**src/rtl/pwm_trig_pkg.sv**
```systemverilog
// constants and types for the pwm trigger, interrupt and output-mode block
//
// Behaviour
// - trigger when local primary/secondary counter equals its trigger compare value.
// - compares ignore the low three counter bits (8.32 ns vs 1.04 ns).
// - current-limit source and master special event can also trigger the adc.
// - primary matches postscaled, one trigger per N matches, N from 1 to 16.
// - first trigger waits a six-bit programmable number of pwm cycles.
// - start delay counts master timer rollovers, not local time base rollovers.
// - dual trigger mode ors primary and secondary pulses onto primary output.
// - trigger pulses always made; interrupt only when trigger irq enable set.
// - secondary compare matches never raise a pwm interrupt.
// - trigger status set by event, held until trigger irq enable cleared.
// - push-pull and center-aligned give two triggers of each kind per period; here one trigger per compare match in every mode.
// - phase change loads the local timer; skipped compares may be lost.
// - generator irq is or of trigger, current-limit and fault events.
// - any enabled source sets the generator flag at the interrupt controller.
// - status bits trigger 13, current-limit 14, fault 15 of control register.
// - primary and secondary special-event matches raise separate requests.
// - special-event interrupts gated by bit 11 of each time base control.
// - special-event and adc trigger pulses made regardless of interrupt enables.
// - two-bit pin mode field selects the output pairing mode.
// - push-pull routes successive pulses alternately to high and low pins.
// - complementary drives low side as inverse of high side.
// - pin mode 0 complementary, 1 redundant, 2 push-pull, 3 independent.
package pwm_trig_pkg;

	localparam int unsigned CNT_W = 16;

	localparam logic [7:0] ADDR_TRIG_CTRL  = 8'h00;
	localparam logic [7:0] ADDR_GEN_CTRL   = 8'h04;
	localparam logic [7:0] ADDR_IO_CTRL    = 8'h08;
	localparam logic [7:0] ADDR_PRI_CMP    = 8'h0c;
	localparam logic [7:0] ADDR_SEC_CMP    = 8'h10;
	localparam logic [7:0] ADDR_PTB_CTRL   = 8'h14;
	localparam logic [7:0] ADDR_STB_CTRL   = 8'h18;
	localparam logic [7:0] ADDR_PSEV_CMP   = 8'h1c;
	localparam logic [7:0] ADDR_SSEV_CMP   = 8'h20;

	// trigger control fields
	localparam int unsigned TRG_DIV_LSB    = 12;
	localparam int unsigned TRG_DIV_W      = 4;
	localparam int unsigned TRG_DTM_BIT    = 7;
	localparam int unsigned TRG_STRT_LSB   = 0;
	localparam int unsigned TRG_STRT_W     = 6;
	// generator control fields
	localparam int unsigned GEN_FLT_STAT   = 15;
	localparam int unsigned GEN_CL_STAT    = 14;
	localparam int unsigned GEN_TRG_STAT   = 13;
	localparam int unsigned GEN_FLT_IEN    = 12;
	localparam int unsigned GEN_CL_IEN     = 11;
	localparam int unsigned GEN_TRG_IEN    = 10;
	localparam int unsigned GEN_CAM_BIT    = 2;
	localparam int unsigned GEN_ITB_BIT    = 9;
	// io control and time base control fields
	localparam int unsigned IO_OUTPUT_PIN_MODE_LSB    = 10;
	localparam int unsigned TB_SPECIAL_EVENT_IRQ_ENABLE_BIT   = 11;

	localparam int unsigned CMP_IGNORE_LSB = 3;
	localparam real         TRIG_RES_NS    = 8.32;
	localparam real         PWM_RES_NS     = 1.04;

	localparam logic [31:0] REG_RESET      = 32'h0000_0000;
	localparam logic [31:0] RDATA_UNMAPPED = 32'h0000_0000;

	typedef enum logic [1:0] {
		OUTPUT_PIN_MODE_COMPLEMENTARY,
		OUTPUT_PIN_MODE_REDUNDANT,
		OUTPUT_PIN_MODE_PUSH_PULL,
		OUTPUT_PIN_MODE_INDEPENDENT
	} pin_mode_type;

endpackage

```
**src/rtl/pwm_trig_gen.sv**
```systemverilog
// per-generator adc trigger, interrupt and output-mode logic with apb registers
//
// Implementation choices: the APB slave port and the register addresses.
`timescale 1ns/1ps
module pwm_trig_gen #(
	parameter int unsigned CW = 16
) (
	input  wire logic            pclk,
	input  wire logic            presetn,
	input  wire logic            psel,
	input  wire logic            penable,
	input  wire logic            pwrite,
	input  wire logic [7:0]      paddr,
	input  wire logic [31:0]     pwdata,
	output logic      [31:0]     prdata,
	output logic                 pready,
	output logic                 pslverr,
	input  wire logic [CW-1:0]   local_primary_counter,
	input  wire logic [CW-1:0]   local_secondary_counter,
	input  wire logic [CW-1:0]   primary_master_counter,
	input  wire logic [CW-1:0]   secondary_master_counter,
	input  wire logic            primary_master_rollover,
	input  wire logic            secondary_master_rollover,
	input  wire logic            pwm_raw,
	input  wire logic            pwm_period_start,
	input  wire logic            current_limit_in,
	input  wire logic            fault_in,
	output logic                 primary_adc_trigger,
	output logic                 secondary_adc_trigger,
	output logic                 current_limit_adc_trigger,
	output logic                 special_event_trigger,
	output logic                 secondary_special_event_trigger,
	output logic                 generator_irq,
	output logic                 special_event_irq,
	output logic                 secondary_special_event_irq,
	output logic                 high_side_output,
	output logic                 low_side_output
);
	import pwm_trig_pkg::*;

	logic [31:0] trigger_control_reg_q;
	logic [31:0] generator_control_reg_q;
	logic [31:0] io_control_reg_q;
	logic [31:0] primary_timebase_control_q;
	logic [31:0] secondary_timebase_control_q;
	logic [CW-1:0] primary_trigger_compare_q;
	logic [CW-1:0] secondary_trigger_compare_q;
	logic [CW-1:0] primary_special_event_compare_q;
	logic [CW-1:0] secondary_special_event_compare_q;

	logic cl_s1_q, cl_s2_q, cl_s3_q;
	logic flt_s1_q, flt_s2_q, flt_s3_q;
	logic pwm_s1_q, pwm_s2_q;
	logic per_s1_q, per_s2_q;
	logic steer_q;
	logic trg_stat_q, cl_stat_q, flt_stat_q;
	logic prev_pri_match_q, prev_sec_match_q, prev_psev_q, prev_ssev_q;

	// compare decode used for four comparators
	function automatic logic coarse_eq(input logic [CW-1:0] a, input logic [CW-1:0] b);
		coarse_eq = (a[CW-1:CMP_IGNORE_LSB] == b[CW-1:CMP_IGNORE_LSB]);
	endfunction

	// level compares; edges taken so a coarse match lasting eight counts fires once
	wire pri_match_lvl  = coarse_eq(local_primary_counter, primary_trigger_compare_q);
	wire sec_match_lvl  = coarse_eq(local_secondary_counter, secondary_trigger_compare_q);
	wire psev_lvl       = coarse_eq(primary_master_counter, primary_special_event_compare_q);
	wire ssev_lvl       = coarse_eq(secondary_master_counter,
		secondary_special_event_compare_q);
	// counters reloaded by phase change simply jump; a skipped value is not caught up
	wire pri_match      = pri_match_lvl && !prev_pri_match_q;
	wire sec_match      = sec_match_lvl && !prev_sec_match_q;
	wire psev_match     = psev_lvl && !prev_psev_q;
	wire ssev_match     = ssev_lvl && !prev_ssev_q;
	wire master_rollover = primary_master_rollover || secondary_master_rollover;

	wire pri_fire;
	wire sec_fire;
	wire [3:0] trg_div = trigger_control_reg_q[TRG_DIV_LSB +: TRG_DIV_W];
	wire [5:0] trg_strt = trigger_control_reg_q[TRG_STRT_LSB +: TRG_STRT_W];
	wire dual_trigger_mode = trigger_control_reg_q[TRG_DTM_BIT];
	wire trigger_irq_enable = generator_control_reg_q[GEN_TRG_IEN];
	wire cl_irq_enable = generator_control_reg_q[GEN_CL_IEN];
	wire flt_irq_enable = generator_control_reg_q[GEN_FLT_IEN];

	trig_postscale u_pri (
		.pclk        (pclk),
		.presetn     (presetn),
		.match       (pri_match),
		.rollover    (master_rollover),
		.div         (trg_div),
		.start_delay (trg_strt),
		.fire        (pri_fire)
	);

	trig_postscale u_sec (
		.pclk        (pclk),
		.presetn     (presetn),
		.match       (sec_match),
		.rollover    (master_rollover),
		.div         (trg_div),
		.start_delay (trg_strt),
		.fire        (sec_fire)
	);

	// current-limit and fault events, rising edge of synchronised input
	wire cl_event  = cl_s2_q && !cl_s3_q;
	wire flt_event = flt_s2_q && !flt_s3_q;

	wire trg_stat_d = trigger_irq_enable && (trg_stat_q || pri_fire);
	wire cl_stat_d  = cl_stat_q || (cl_irq_enable && cl_event);
	wire flt_stat_d = flt_stat_q || (flt_irq_enable && flt_event);
	wire irq_d      = (trigger_irq_enable && pri_fire) || (cl_irq_enable && cl_event) ||
		(flt_irq_enable && flt_event);

	pin_mode_type pin_mode;
	assign pin_mode = pin_mode_type'(io_control_reg_q[IO_OUTPUT_PIN_MODE_LSB +: 2]);

	logic hi_d, lo_d;
	always_comb begin
		case (pin_mode)
		OUTPUT_PIN_MODE_COMPLEMENTARY: begin
			hi_d = pwm_s2_q;
			lo_d = !pwm_s2_q;
		end
		OUTPUT_PIN_MODE_PUSH_PULL: begin
			hi_d = pwm_s2_q && !steer_q;
			lo_d = pwm_s2_q && steer_q;
		end
		OUTPUT_PIN_MODE_REDUNDANT: begin
			hi_d = pwm_s2_q;
			lo_d = pwm_s2_q;
		end
		OUTPUT_PIN_MODE_INDEPENDENT: begin
			hi_d = pwm_s2_q;
			lo_d = 1'b0;
		end
		default: begin
			hi_d = 1'b0;
			lo_d = 1'b0;
		end
		endcase
	end

	// apb decode; zero-wait slave, errors on unmapped addresses
	wire access   = psel && penable;
	wire wr       = access && pwrite;
	wire mapped   = (paddr == ADDR_TRIG_CTRL) || (paddr == ADDR_GEN_CTRL) ||
		(paddr == ADDR_IO_CTRL) || (paddr == ADDR_PRI_CMP) || (paddr == ADDR_SEC_CMP) ||
		(paddr == ADDR_PTB_CTRL) || (paddr == ADDR_STB_CTRL) ||
		(paddr == ADDR_PSEV_CMP) || (paddr == ADDR_SSEV_CMP);
	wire [31:0] gen_rd = {16'h0000, flt_stat_q, cl_stat_q, trg_stat_q,
		generator_control_reg_q[12:0]};
	logic [31:0] rd_mux;
	always_comb begin
		case (paddr)
		ADDR_TRIG_CTRL: rd_mux = trigger_control_reg_q;
		ADDR_GEN_CTRL:  rd_mux = gen_rd;
		ADDR_IO_CTRL:   rd_mux = io_control_reg_q;
		ADDR_PRI_CMP:   rd_mux = {{(32-CW){1'b0}}, primary_trigger_compare_q};
		ADDR_SEC_CMP:   rd_mux = {{(32-CW){1'b0}}, secondary_trigger_compare_q};
		ADDR_PTB_CTRL:  rd_mux = primary_timebase_control_q;
		ADDR_STB_CTRL:  rd_mux = secondary_timebase_control_q;
		ADDR_PSEV_CMP:  rd_mux = {{(32-CW){1'b0}}, primary_special_event_compare_q};
		ADDR_SSEV_CMP:  rd_mux = {{(32-CW){1'b0}}, secondary_special_event_compare_q};
		default:        rd_mux = RDATA_UNMAPPED;
		endcase
	end

	always_ff @(posedge pclk or negedge presetn) begin
		if (!presetn) begin
			trigger_control_reg_q             <= REG_RESET;
			generator_control_reg_q           <= REG_RESET;
			io_control_reg_q                  <= REG_RESET;
			primary_timebase_control_q        <= REG_RESET;
			secondary_timebase_control_q      <= REG_RESET;
			primary_trigger_compare_q         <= '0;
			secondary_trigger_compare_q       <= '0;
			primary_special_event_compare_q   <= '0;
			secondary_special_event_compare_q <= '0;
		end else if (wr) begin
			case (paddr)
			ADDR_TRIG_CTRL: trigger_control_reg_q <= pwdata & 32'h0000_f0bf;
			ADDR_GEN_CTRL:  generator_control_reg_q <= {16'h0000, 3'b000, pwdata[12:0]};
			ADDR_IO_CTRL:   io_control_reg_q <= pwdata & 32'h0000_0c00;
			ADDR_PRI_CMP:   primary_trigger_compare_q <= pwdata[CW-1:0];
			ADDR_SEC_CMP:   secondary_trigger_compare_q <= pwdata[CW-1:0];
			ADDR_PTB_CTRL:  primary_timebase_control_q <= pwdata & 32'h0000_0800;
			ADDR_STB_CTRL:  secondary_timebase_control_q <= pwdata & 32'h0000_0800;
			ADDR_PSEV_CMP:  primary_special_event_compare_q <= pwdata[CW-1:0];
			ADDR_SSEV_CMP:  secondary_special_event_compare_q <= pwdata[CW-1:0];
			default: ;
			endcase
		end
	end

	always_ff @(posedge pclk or negedge presetn) begin
		if (!presetn) begin
			prdata  <= 32'h0000_0000;
			pready  <= 1'b0;
			pslverr <= 1'b0;
		end else begin
			// answer registered: ready in the first cycle of the access phase
			pready  <= psel && !penable;
			pslverr <= psel && !penable && !mapped;
			prdata  <= (psel && !penable && !pwrite) ? rd_mux : 32'h0000_0000;
		end
	end

	always_ff @(posedge pclk or negedge presetn) begin
		if (!presetn) begin
			{cl_s1_q, cl_s2_q, cl_s3_q}    <= 3'b000;
			{flt_s1_q, flt_s2_q, flt_s3_q} <= 3'b000;
			{pwm_s1_q, pwm_s2_q}           <= 2'b00;
			{per_s1_q, per_s2_q}           <= 2'b00;
		end else begin
			{cl_s1_q, cl_s2_q, cl_s3_q}    <= {current_limit_in, cl_s1_q, cl_s2_q};
			{flt_s1_q, flt_s2_q, flt_s3_q} <= {fault_in, flt_s1_q, flt_s2_q};
			{pwm_s1_q, pwm_s2_q}           <= {pwm_raw, pwm_s1_q};
			{per_s1_q, per_s2_q}           <= {pwm_period_start, per_s1_q};
		end
	end

	always_ff @(posedge pclk or negedge presetn) begin
		if (!presetn) begin
			prev_pri_match_q <= 1'b0;
			prev_sec_match_q <= 1'b0;
			prev_psev_q      <= 1'b0;
			prev_ssev_q      <= 1'b0;
			trg_stat_q       <= 1'b0;
			cl_stat_q        <= 1'b0;
			flt_stat_q       <= 1'b0;
			steer_q          <= 1'b0;
		end else begin
			prev_pri_match_q <= pri_match_lvl;
			prev_sec_match_q <= sec_match_lvl;
			prev_psev_q      <= psev_lvl;
			prev_ssev_q      <= ssev_lvl;
			trg_stat_q       <= trg_stat_d;
			cl_stat_q        <= cl_stat_d && cl_irq_enable;
			flt_stat_q       <= flt_stat_d && flt_irq_enable;
			if (per_s2_q)
				steer_q <= !steer_q;
		end
	end

	always_ff @(posedge pclk or negedge presetn) begin
		if (!presetn) begin
			primary_adc_trigger             <= 1'b0;
			secondary_adc_trigger           <= 1'b0;
			current_limit_adc_trigger       <= 1'b0;
			special_event_trigger           <= 1'b0;
			secondary_special_event_trigger <= 1'b0;
			generator_irq                   <= 1'b0;
			special_event_irq               <= 1'b0;
			secondary_special_event_irq     <= 1'b0;
			high_side_output                <= 1'b0;
			low_side_output                 <= 1'b0;
		end else begin
			primary_adc_trigger <= pri_fire || (dual_trigger_mode && sec_fire);
			secondary_adc_trigger           <= sec_fire;
			current_limit_adc_trigger       <= cl_event;
			special_event_trigger           <= psev_match;
			secondary_special_event_trigger <= ssev_match;
			generator_irq                   <= irq_d;
			special_event_irq <= psev_match && primary_timebase_control_q[TB_SPECIAL_EVENT_IRQ_ENABLE_BIT];
			secondary_special_event_irq <= ssev_match &&
				secondary_timebase_control_q[TB_SPECIAL_EVENT_IRQ_ENABLE_BIT];
			high_side_output                <= hi_d;
			low_side_output                 <= lo_d;
		end
	end
endmodule

```
**src/rtl/trig_postscale.sv**
```systemverilog
// postscaler and start delay for one compare trigger stream
`timescale 1ns/1ps
module trig_postscale (
	input  wire logic       pclk,
	input  wire logic       presetn,
	input  wire logic       match,
	input  wire logic       rollover,
	input  wire logic [3:0] div,
	input  wire logic [5:0] start_delay,
	output logic            fire
);
	logic [3:0] ev_cnt_q;
	logic [5:0] wait_cnt_q;
	logic       armed;
	logic       hit;

	assign armed = (wait_cnt_q >= start_delay);
	assign hit   = armed && match && (ev_cnt_q == div);

	always_ff @(posedge pclk or negedge presetn) begin
		if (!presetn) begin
			ev_cnt_q   <= 4'h0;
			wait_cnt_q <= 6'h00;
			fire       <= 1'b0;
		end else begin
			// master rollovers only, so the wait follows the period grid
			if (rollover && !armed)
				wait_cnt_q <= wait_cnt_q + 6'h01;
			if (armed && match)
				ev_cnt_q <= hit ? 4'h0 : ev_cnt_q + 4'h1;
			fire <= hit;
		end
	end
endmodule

```
**config.mk**
```make
export PLATFORM = sky130hd
export DESIGN_NAME = pwm_trig_gen
export DESIGN_NICKNAME = d
export VERILOG_FILES = /design/src/rtl/pwm_trig_pkg.sv /design/src/rtl/pwm_trig_gen.sv /design/src/rtl/trig_postscale.sv
export SDC_FILE = /design/constraint.sdc
export NUM_CORES = 1
export LEC_CHECK = 0
export BUFFER_PORTS_ARGS = -buffer_cell sky130_fd_sc_hd__buf_2
export CAP_MARGIN = 15
export CELL_PAD_IN_SITES_DETAIL_PLACEMENT = 1
export CELL_PAD_IN_SITES_GLOBAL_PLACEMENT = 2
export CORE_ASPECT_RATIO = 1.25
export CORE_UTILIZATION = 39
export DETAILED_ROUTE_END_ITERATION = 8
export PLACE_DENSITY_LB_ADDON = 0.1
export REMOVE_ABC_BUFFERS = 1
export SYNTH_ARGS = -nofsm -noshare
export SYNTH_HDL_FRONTEND = slang
export SYNTH_SLANG_ARGS = --single-unit
```
**constraint.sdc**
```tcl
create_clock -name pclk -period 5.05 [get_ports pclk]
set_input_delay 1.01 -clock pclk [delete_from_list [all_inputs] [get_ports pclk]]
set_output_delay 1.01 -clock pclk [all_outputs]
set_load 0.02 [all_outputs]
```
======== Yosys cells after proc, flatten, opt, wreduce, memory -nomap -nowiden ========
Cells that the tools add are included.
word-level totals
  register bits after elaboration ......... 176
  bits of input ports ..................... 115
  logic and storage cells ................. 143
cells by class
  $add $sub $neg .......................... 4
  magnitude comparators ................... 2
  eq/ne operators ......................... 17
  mux-type cells .......................... 6
  reduce and logical (&&, ||, !) cells .... 68
operator list
  operator                                                         number
  16-bit one-hot mux with 9 select lines                           1
  13-bit == test                                                   4
  8-bit by 5-bit == test with 1-bit output, second input constant  4
  32-bit 2-to-1 mux                                                1
  1-bit logical AND                                                28
  2-bit AND reduction                                              9
  8-bit by 4-bit == test with 1-bit output, second input constant  2
  1-bit logical OR                                                 15
  1-bit logical NOT                                                13
  6-bit by 1-bit adder with 6-bit output, second input constant    2
  6-bit greater-or-equal comparator                                2
  4-bit by 1-bit adder with 4-bit output, second input constant    2
  4-bit == test                                                    2
  8-bit by 3-bit == test with 1-bit output, second input constant  1
  8-bit by 6-bit == test with 1-bit output, second input constant  1
  8-bit logical NOT                                                1
  4-bit 2-to-1 mux                                                 2
  2-bit == test, second input constant                             2
  1-bit one-hot mux with 4 select lines                            1
  3-bit OR reduction                                               1
  2-bit by 1-bit == test with 1-bit output, second input constant  1
  2-bit logical NOT                                                1
  1-bit one-hot mux with 2 select lines                            1

======== Longest topological paths before layout ========
Gate-level depths: netlist (run 1).
  depth after elaboration ................. 11
  depth in mapped cells ................... 9

======== Modules after synthesis ========
From an unflattened synthesis (run 1), not the netlist that was laid out.
second synthesis, totals
  cell total of the unflattened synthesis .. 646
  area total of the unflattened synthesis .. 7925.1 µm²
by module, submodules not included
  module          instances  cells each  area an instance (µm²)
  pwm_trig_gen    1          506         6516.2
  trig_postscale  2          70          704.4

======== Worst setup path after synthesis (run 1) ========
Ideal clock, no wire load.
  path type ............................... input to register
  start ................................... in paddr[2]
  end ..................................... reg secondary_special_event_compare_q[10]
  library setup time ...................... 125 ps
  arrival ................................. 2696 ps
  required time ........................... 4925 ps
  setup slack ............................. 2229 ps
  stages on the path ...................... 8
  cell sequence ........................... buf_2 -> or4_1 -> buf_2 -> nor2b_4 -> and2_1 -> buf_2 -> buf_2 -> mux2_2
between the ends
  cells in the longest elaborated chain, start to end .. 2
ends and longest elaborated chain
  what                                      line                 text
  start, declared                           pwm_trig_gen.sv:13   input wire logic [7:0] paddr,
  8-bit by 6-bit == test with 1-bit output  pwm_trig_gen.sv:182  case (paddr)
  2-bit AND reduction (no line)             --
  end signal, assigned                      pwm_trig_gen.sv:191  ADDR_SSEV_CMP: secondary_special_event_compare_q <= pwdata[CW-1:0];
  end, declared                             pwm_trig_gen.sv:49   logic [CW-1:0] secondary_special_event_compare_q;
Every way passes these cells.
A chain may end at the register's enable or synchronous reset.

======== Final worst setup path (run 1) ========
  start ................................... in paddr[4]
  end ..................................... reg secondary_trigger_compare_q[14]
between the ends
  cells in the longest elaborated chain, start to end .. 2
ends and longest elaborated chain
  what                                      line                 text
  8-bit by 5-bit == test with 1-bit output  pwm_trig_gen.sv:182
  2-bit AND reduction (no line)             --
  end signal, assigned                      pwm_trig_gen.sv:187  ADDR_SEC_CMP: secondary_trigger_compare_q <= pwdata[CW-1:0];
  end, declared                             pwm_trig_gen.sv:47   logic [CW-1:0] secondary_trigger_compare_q;
Every way passes these cells.

==> reports/summary.txt, run 1 <==
Post-synthesis async set-or-reset flop share = 100%
Largest net degree at the start of global routing = 88
Max_cap viols = 0
Initial Util = 40.0%
Hold Vio Cnt, Final = 0
Finish-stage setup viols = 0
Port Buffer Count = 114
TritonCTS Buffers = 17
GP Congestion = 0.796
Critical Path Sink Type = flop
Hold depth = 0
Maximum clock frequency = 300 MHz
Die Width = 128 microns
Post-layout min period = 3.34 ns
Drt wl/cell = 21.1 microns
Root buf cell = clkbuf_16
Cell area after synthesis = 7790 sq um
Ant. Diodes = 0
Hold WS = 0.351 ns
Detail Placement HPWL = 16200 microns
Worst r2r dst = u_pri.ev_cnt_q[1]$_DFFE_PN0P_
First-pass GRT wire length = 33700 microns
Site row count = 57
Die footprint = 20500 sq um
CTS tree = yes
Critical Path End = secondary_trigger_compare_q[14]$_DFFE_PN0P_
GR Util All Layers = 22.5%
Critical path data arrival time = 3.64 ns
Max Fanout on Critical Path = 20
Final nets = 887
Final period util = 66.0%
Outcome = complete, no violations
Slew Viols, Final = 0
Seq/Total Area, Yosys = 51.4%
# DRC = 0
RSZ-0062 raised after global routing = false
Most common cell after layout, fill and taps aside = dfrtp_1
Iteration-0 DRC Markers = 292
Pre-antenna DRT Iters = 4
H-tree Lvls = 4
Clk_lat worst skew = 0.42 ns
Worst Hold Class = reg -> reg
Number of synthesis warnings = 0
Worst R2R Path Depth = 5
Peak VDD IR = 0.221 mV
Setup tns final = 0 ns
Vias per cell = 5.20
Flop2flop setup slack = 2.76 ns
I/O pin count = 159
Post-Route WL = 21800 microns
Via Count = 5373
Clock buffer depth = 2
Post-place setup slack = 1.29 ns
Die Height = 160 microns
Main synth FF type = dfrtp_1
PnR worst setup slack = 1.71 ns
Synthesized area per cell = 12.2 sq um
Finished Layout Cells = 1033
Cells after Synth = 640
Worst-Margin Slew = 1.09 ns
Setup bufs post-CTS = 0
CTS Sinks = 160
Setup crit start kind = input port
Clock Skews = 0.00836 ns
Pwr/cell area = 339 nW/um^2
Crit Path Category = in -> reg
Post-route ant nets = 0
Slew HR = 27.3%
Critical Path RT = 5.36 ns
Placeable Area = 19500 sq um
Post-CTS Hold Fix Bufs = 0
Layout area overhead = 17.7%
Library cells used by synthesis = 50
Vias in the first global route = 5747
Post-synth EDFFs = 0
Worst Setup SP = paddr[4]
Initial antenna violation count = 0
Clk slew on worst S/H paths = 0.06 ns
#FFs+latches synth = 160
R2r startpoint = primary_trigger_compare_q[14]$_DFFE_PN0P_
Post-CTS Resized = 0
Layout cells sized above 1 = 35.3%
Gr ovfl total = 0
Lkg Pwr = 4.49 nW
Fillers = 2074
Most frequent cells in the layout = dfrtp_1, buf_2, mux2_2
# placed instances = 1002
-- power by group --
part	total, mW	switching, mW	internal [mW]
registers	1.40	0.0560	1.34
logic	0.418	0.247	0.172
clock network	1.29	0.532	0.753
total	3.10	0.835	2.27
-- area by class of cell --
| class | instances | area, sq um | area share [%] |
|---|---|---|---|
| inverters | 15 | 56.3 | 0.614 |
| repair buffers | 119 | 614 | 6.70 |
| clock inverters | 12 | 135 | 1.47 |
| clock buffers | 19 | 453 | 4.94 |
| well taps | 265 | 332 | 3.62 |
| flip-flops and latches | 160 | 4000 | 43.7 |
| multi-input cells | 443 | 3570 | 39.0 |
-- metrics by stage --
stage | area [sq um] | util, % | total power [mW]
2_1_floorplan | 7630 | - | 1.66
3_3_place_gp | 8580 | 44.1 | 1.83
3_5_place_dp | 8580 | 44.1 | 1.85
4_1_cts | 9170 | 47.1 | 3.15
5_1_grt | 9170 | 47.1 | 3.26
6_report | 9170 | 47.1 | 3.10
-- layer usage --
layer / share of wire, % / wire (microns) / track usage (%) / vias up
li1: - / - / - / 2482
met1: 44 / 9550 / 29.2 / 2759
met4: 1.5 / 337 / 6.36 / 0
met3: 3.3 / 726 / 3.79 / 18
met5: 0 / 0 / 0 / -
met2: 51 / 11200 / 38.4 / 114
-- critical path, stage by stage --
cell	delay [ns]
buf_2	0.39
nor2b_1	0.71
nor3b_2	0.41
nand2_1	0.60
mux2_2	0.51
-- synthesized netlist by cell type (5+ instances only) --
| cell | instances | area share [%] |
|---|---|---|
| xnor2_1 | 38 | 4.3 |
| buf_2 | 9 | 0.58 |
| ha_1 | 16 | 2.6 |
| nor2_1 | 23 | 1.1 |
| nor2b_1 | 9 | 0.72 |
| mux2i_1 | 7 | 0.90 |
| xor2_1 | 33 | 3.7 |
| nand4_1 | 10 | 0.80 |
| buf_4 | 16 | 1.5 |
| o21ai_0 | 15 | 0.96 |
| nor4_1 | 7 | 0.56 |
| o22a_1 | 5 | 0.56 |
| and3_1 | 6 | 0.48 |
| a21oi_1 | 12 | 0.77 |
| nor3_1 | 9 | 0.58 |
| mux2_2 | 110 | 16 |
| a22o_1 | 10 | 1.1 |
| nand3_1 | 11 | 0.71 |
| clkbuf_1 | 8 | 0.39 |
| a22oi_1 | 20 | 1.9 |
| dfrtp_1 | 160 | 51 |
| nand2_1 | 36 | 1.7 |
| and2_1 | 7 | 0.56 |
| inv_1 | 15 | 0.72 |
-- how the worst min path moves through the flow --
stage,from,slack [ns],end
CTS,per_s1_q$_DFF_PN0_,0.35,per_s2_q$_DFF_PN0_
finish,per_s1_q$_DFF_PN0_,0.35,per_s2_q$_DFF_PN0_
floorplan,cl_s1_q$_DFF_PN0_,0.33,cl_s2_q$_DFF_PN0_
global placement,cl_s1_q$_DFF_PN0_,0.33,cl_s2_q$_DFF_PN0_
global route,cl_s1_q$_DFF_PN0_,0.37,cl_s2_q$_DFF_PN0_
detailed placement,pwm_s1_q$_DFF_PN0_,0.34,pwm_s2_q$_DFF_PN0_
-- logic make-up after synthesis --
kind of cell / count (synthesis) / share of synthesized area, %
buffers and inverters: 52 / 3.53
and+or+nand+nor: 136 / 9.40
adders and majority gates: 16 / 2.57
xor gates and xnor gates: 71 / 7.98
other: 1 / 0.0481
AOI/OAI and AO/OA: 86 / 8.13
muxes: 118 / 16.9
DFF: 160 / 51.4
-- state kept, by name, indices dropped and copies added, names as in the netlist, 2 cells and up --
register / flops
generator_control_reg_q: 13
io_control_reg_q: 2
prdata: 16
primary_special_event_compare_q: 16
primary_trigger_compare_q: 16
secondary_special_event_compare_q: 16
secondary_trigger_compare_q: 16
trigger_control_reg_q: 11
u_pri.ev_cnt_q: 4
u_pri.wait_cnt_q: 6
u_sec.ev_cnt_q: 4
u_sec.wait_cnt_q: 6
Note: power is estimated with default switching activity, not from simulation.
==> run 2: changes to the inputs <==
Settings changed: CORE_UTILIZATION 39 to 36.
Clock period 5.05 ns to 3.1 ns, I/O delays scaled along.
==> reports/summary.txt, run 2 (same netlist as run 1, synthesis figures left out) <==
Outcome = complete, no violations
Die footprint = 22200 sq um (+8.2%)
Initial antenna violation count = 0 (unchanged)
Peak VDD IR = 0.399 mV (+81%)
Setup crit start kind = flop
Finish-stage setup viols = 0 (unchanged)
Final period util = 78.5%
Clock buffer depth = 2 (unchanged)
Die Width = 134 microns (+4.0%)
Max_cap viols = 0 (unchanged)
Clk_lat worst skew = 0.43 ns (about the same)
R2r startpoint = primary_trigger_compare_q[10]$_DFFE_PN0P_
FF+latch area = 4000 sq um (unchanged)
Post-CTS Hold Fix Bufs = 0 (unchanged)
Root buf cell = clkbuf_16
Layout cells sized above 1 = 36.7% (+1.4 points)
Final nets = 906 (+2.1%)
Lkg Pwr = 4.63 nW (+3.0%)
H-tree Lvls = 4 (unchanged)
Crit Path Category = reg -> reg
Fillers = 2288 (+10%)
Detail Placement HPWL = 17400 microns (+7.4%)
Clock Skews = 0.0143 ns (+0.00592 ns)
Post-layout min period = 2.43 ns
Pre-antenna DRT Iters = 4 (unchanged)
Iteration-0 DRC Markers = 276 (-5.5%)
Max Fanout on Critical Path = 4 (-80%)
Worst Hold Class = in -> async
Critical path data arrival time = 2.75 ns (-0.89 ns)
Maximum clock frequency = 411 MHz
Post-CTS Resized = 0 (unchanged)
Setup tns final = 0 ns (unchanged)
# DRC = 0 (unchanged)
Layout area overhead = 20.6%
Worst Setup SP = primary_trigger_compare_q[10]$_DFFE_PN0P_
Placeable Area = 21000 sq um (+8.1%)
Critical Path End = u_pri.ev_cnt_q[1]$_DFFE_PN0P_
GP Congestion = 0.805 (+1.1%)
Site row count = 59 (+3.5%)
Ant. Diodes = 0 (unchanged)
Slew Viols, Final = 0 (unchanged)
GR Util All Layers = 22.0% (-0.49 points)
Setup bufs post-CTS = 0 (unchanged)
Flop2flop setup slack = 0.67 ns (-2.09 ns)
Pwr/cell area = 561 nW/um^2 (+66%)
CTS Sinks = 160 (unchanged)
Most common cell after layout, fill and taps aside = dfrtp_1
Worst R2R Path Depth = 5 (unchanged)
RSZ-0062 raised after global routing = false
Gr ovfl total = 0 (unchanged)
Area occupied by multi-input gates = 3570 sq um (unchanged)
Critical Path Sink Type = flop
Initial Util = 37.0% (-3.0 points)
Slew HR = 46.0% (+19 points)
Vias in the first global route = 6101 (+6.2%)
Clk slew on worst S/H paths = 0.07 ns (about the same)
Die Height = 166 microns (+4.0%)
Most frequent cells in the layout = dfrtp_1, buf_2, mux2_2
Post-route ant nets = 0 (unchanged)
TritonCTS Buffers = 17 (unchanged)
Worst r2r dst = u_pri.ev_cnt_q[1]$_DFFE_PN0P_
Crit-path cells = xnor2_1, nand4_1, nand4bb_1, nor3_1, mux2_2
CP max stage cell = nor3_1
Post-Route WL = 23000 microns (+5.6%)
Drt wl/cell = 21.7 microns (+2.7%)
Via Count = 5462 (+1.7%)
CTS tree = yes
Critical Path Max Stage Delay = 0.48 ns (-0.23 ns)
Worst-Margin Slew = 0.806 ns (-0.282 ns)
Design Area, Final = 9400 sq um (+2.5%)
Critical Path RT = 3.41 ns (-1.95 ns)
I/O pin count = 159 (unchanged)
Vias per cell = 5.14 (-1.1%)
Port Buffer Count = 114 (unchanged)
Placed instance area = 8760 sq um (+2.1%)
Largest net degree at the start of global routing = 58 (-34%)
First-pass GRT wire length = 36100 microns (+7.2%)
Hold Vio Cnt, Final = 0 (unchanged)
-- run 2: changes by cell type in the layout (fill, tap and decap cells not counted) --
cell | previous run | this run
clkinv_2 | 1 | 0
bufinv_16 | 2 | 4
inv_6 | 2 | 3
clkbuf_1 | 0 | 2
buf_4 | 5 | 22
clkinv_4 | 0 | 1
buf_12 | 0 | 2
clkinvlp_4 | 7 | 3
-- run 2: routing by layer --
metal / GRT usage [%] / vias up / routed length (microns)
li1: - / 2516 / -
met1: 27.6 / 2786 / 9810
met2: 37.5 / 133 / 11700
met3: 4.44 / 27 / 994
met4: 7.66 / 0 / 570
met5: 0 / - / 0
-- run 2: worst min path at each step --
stage / from / to / cells after the start
after floorplan: presetn / cl_s1_q$_DFF_PN0_ / 0
after global placement: per_s1_q$_DFF_PN0_ / per_s2_q$_DFF_PN0_ / 0
after detailed placement: flt_s1_q$_DFF_PN0_ / flt_s2_q$_DFF_PN0_ / 0
after CTS: presetn / primary_trigger_compare_q[11]$_DFFE_PN0P_ / 1
after global routing: presetn / primary_trigger_compare_q[9]$_DFFE_PN0P_ / 1
final: presetn / primary_trigger_compare_q[11]$_DFFE_PN0P_ / 1
-- run 2: per-stage QoR --
step	power, mW	cells	util [%]	hold WS, ns	setup WS, ns
after floorplan	2.71	618	-	0.324	0.416
after global placement	3.00	1030	41.6	0.332	0.379
after detailed placement	3.04	1030	41.6	0.336	0.214
after CTS	5.34	1062	44.7	0.148	0.539
after global routing	5.53	1062	44.7	0.165	0.479
final	5.27	1062	44.7	0.136	0.667
-- run 2: area by class of cell --
type / instances / share of cell area, %
sequential: 160 / 42.6
timing repair buffer: 138 / 8.32
clock inverter: 11 / 1.89
multi-input combinational: 443 / 38.0
tap: 274 / 3.65
inverter: 15 / 0.599
clock buffer: 21 / 4.90
-- run 2: worst max-delay path, delay by kind of cell (launching register included) --
kind	cells	cell delay, ns
and+or+nand+nor	3	1.14
DFF	1	0.41
muxes	1	0.40
xor gates and xnor gates	1	0.37
-- run 2: report_power, final --
group / leakage, nW / internal (mW) / switching [mW]
clock network: 0.301 / 1.40 / 0.881
logic: 2.14 / 0.290 / 0.414
registers: 2.18 / 2.19 / 0.0919
total: 4.63 / 3.88 / 1.39
==> run 3: changes to the inputs <==
Settings changed: ABC_AREA from default to 1, CORE_UTILIZATION 36 to 29.
Clock period 3.1 ns to 2 ns, I/O delays scaled along.
==> reports/summary.txt, run 3 <==
CTS tree = yes
Design Area, Final = 9920 sq um (+5.6%)
Net Sw Frac = 28.5% (+2.1 points)
FF+latch area = 4010 sq um (about the same)
Layout area overhead = 22.2%
Pre-antenna DRT Iters = 4 (unchanged)
Part of the power in the clock network = 38.7% (-4.6 points)
Clk slew on worst S/H paths = 0.07 ns (about the same)
Layout cells sized above 1 = 21.5% (-15 points)
Peak VDD IR = 0.453 mV (+13%)
Yosys top cell area share = 49.3% (-2.1 points)
Finished Layout Cells = 1501 (+41%)
Iteration-0 DRC Markers = 241 (-13%)
First-pass GRT wire length = 40500 microns (+12%)
Most common cell after layout, fill and taps aside = nand2_1
GR Util All Layers = 19.4% (-2.6 points)
Critical Path Max Stage Delay = 0.40 ns (-0.08 ns)
Die footprint = 28700 sq um (+29%)
XOR/XNOR Fraction of Synth Area = 5.29% (-2.7 points)
Synth Area in Adders = 2.47% (-0.10 points)
Synthesized area per cell = 8.29 sq um (-32%)
Sw Pwr = 2.32 mW (+67%)
Seq pwr share = 43.6% (+0.3 points)
Initial antenna violation count = 0 (unchanged)
Largest net degree at the start of global routing = 43 (-26%)
Synth cell count leaders = nand2_1, dfrtp_1, inv_1, o21ai_0, nor2_1
Clk_lat worst skew = 0.42 ns (about the same)
H-tree Lvls = 4 (unchanged)
Root buf cell = clkbuf_16
Fillers = 3366 (+47%)
Max Fanout on Critical Path = 5 (+1)
# placed instances = 1469 (+43%)
Gr ovfl total = 0 (unchanged)
Clock Skews = 0.00860 ns (-0.00568 ns)
Combinational family with the most area after synthesis = simple AND/OR/NAND/NOR gates
Area occupied by multi-input gates = 3470 sq um (-2.9%)
Placed instance area = 9340 sq um (+6.7%)
Crit path buf inv count = 3 (+3)
# DRC = 0 (unchanged)
Cell area after synthesis = 8120 sq um (+4.2%)
Library cells used by synthesis = 36 (-28%)
Setup bufs post-CTS = 0 (unchanged)
Cells after Synth = 980 (+53%)
Max_cap viols = 0 (unchanged)
Seq/Total Area, Yosys = 49.3% (-2.1 points)
Placeable Area = 27600 sq um (+31%)
Post-synthesis simple-gate area fraction = 26.5% (+17 points)
Number of synthesis warnings = 0 (unchanged)
Setup tns final = 0 ns (unchanged)
Via Count = 6666 (+22%)
Clock buffer depth = 2 (unchanged)
Post-synthesis async set-or-reset flop share = 100% (unchanged)
Lkg Pwr = 4.95 nW (+7.0%)
Main synth FF type = dfrtp_1
Setup crit start kind = flop
Site row count = 68 (+15%)
Maximum clock frequency = 546 MHz (+33%)
Critical Path Most Common Cell = nand2_1
Outcome = complete, no violations
CP max stage cell = dfrtp_1
Ant. Diodes = 0 (unchanged)
Count leader, synth = nand2_1
Worst Hold Class = in -> reg
I/O pin count = 159 (unchanged)
Cell internal pwr = 5.83 mW (+50%)
TritonCTS Buffers = 17 (unchanged)
Post-Route WL = 26100 microns (+13%)
Initial Util = 29.5% (-7.6 points)
Comb power frac = 17.8% (+4.4 points)
Post-synth EDFFs = 0 (unchanged)
Core Util, Final = 36.0% (-8.7 points)
Crit Path Category = reg -> reg
Crit-path cells = inv_2, ha_1, a21o_1, nor2_1, nand2_1, inv_1, nand2_1, inv_2, nand2_1, xnor2_1
Critical Path Sink Type = flop
Synth area leaders = dfrtp_1, nand2_1, inv_1
Final nets = 1270 (+40%)
Fraction of the mapped netlist area in compound gates = 7.63% (-0.50 points)
Critical Path RT = 2.31 ns (-1.10 ns)
Vias per cell = 4.44 (-14%)
Post-route ant nets = 0 (unchanged)
Final period util = 91.6% (+13 points)
Slew Viols, Final = 0 (unchanged)
Detail Placement HPWL = 20400 microns (+17%)
Vias in the first global route = 6992 (+15%)
Hold Vio Cnt, Final = 0 (unchanged)
Most frequent cells in the layout = nand2_1, dfrtp_1, buf_2
Die Width = 152 microns (+14%)
Mux cell area share after synthesis = 0% (-17 points)
Finish-stage setup viols = 0 (unchanged)
Pwr/cell area = 821 nW/um^2 (+46%)
Die Height = 189 microns (+14%)
Delay-heaviest family, CP = simple AND/OR/NAND/NOR gates
Post-layout min period = 1.83 ns (-0.600 ns)
Port Buffer Count = 114 (unchanged)
Critical path data arrival time = 2.14 ns (-0.61 ns)
Drt wl/cell = 17.4 microns (-20%)
Leading area contributor after synthesis = dfrtp_1
#FFs+latches synth = 160 (unchanged)
GP Congestion = 0.772 (-4.1%)
CTS Sinks = 160 (unchanged)
## run 3: final timing paths
check                                                                end  slack [ns]                                  from  cells after the start
worst min-delay path                                   cl_s1_q$_DFF_PN0_        0.09                      current_limit_in                      1
worst min register to register                        per_s2_q$_DFF_PN0_        0.35                    per_s1_q$_DFF_PN0_                      0
max in group asynchronous           trigger_control_reg_q[0]$_DFFE_PN0P_        0.94                               presetn                      3
worst max register to register           u_sec.wait_cnt_q[2]$_DFFE_PN0P_        0.17  trigger_control_reg_q[5]$_DFFE_PN0P_                     10
min in group asynchronous       primary_trigger_compare_q[6]$_DFFE_PN0P_        0.45                               presetn                      2
worst max-delay path                     u_sec.wait_cnt_q[2]$_DFFE_PN0P_        0.17  trigger_control_reg_q[5]$_DFFE_PN0P_                     10
## run 3: layout make-up
class	instances	share of cell area [%]
Clock buffer	22	4.78
Clock inverter	9	0.858
Inverter	115	4.35
Multi-Input combinational cell	679	34.9
Sequential cell	160	40.4
Tap cell	350	4.41
Timing Repair Buffer	166	10.3
## run 3: power by group through the flow
stage / Clock, mW / Combinational [mW] / Sequential (mW)
finish: 3.15 / 1.45 / 3.55
floorplan: 0 / 0.735 / 3.58
global placement: 0 / 1.44 / 3.60
detailed placement: 0 / 1.47 / 3.61
CTS: 3.24 / 1.48 / 3.55
global route: 3.35 / 1.68 / 3.58
## run 3: through the flow
stage	hold slack [ns]	setup WS, ns	power, mW
final	0.0889	0.167	8.15
after detailed placement	0.324	-0.109	5.08
after global placement	0.328	-0.0920	5.05
after global routing	0.0731	-0.000677	8.60
after floorplan	0.104	0.207	4.31
after CTS	0.0677	0.0208	8.27
## run 3: logic make-up after synthesis
group | Yosys count
compound gates | 120
xor+xnor | 49
fa+ha+maj | 16
buf+inv | 156
flops | 160
other cells | 1
simple gates | 478
## run 3: routing by layer
| metal | GRT usage, % | part of all wire, % |
|---|---|---|
| met4 | 4.38 | 1.0 |
| met3 | 2.63 | 2.3 |
| met2 | 35.0 | 53 |
| met5 | 0 | 0 |
| met1 | 24.0 | 44 |
## run 3: timing repair
item                                    4_1_cts  5_1_grt
hold buffers                                  1        0
resized for setup                             0        7
endpoints found under the setup margin        0       17
endpoints found under the hold margin        26        0
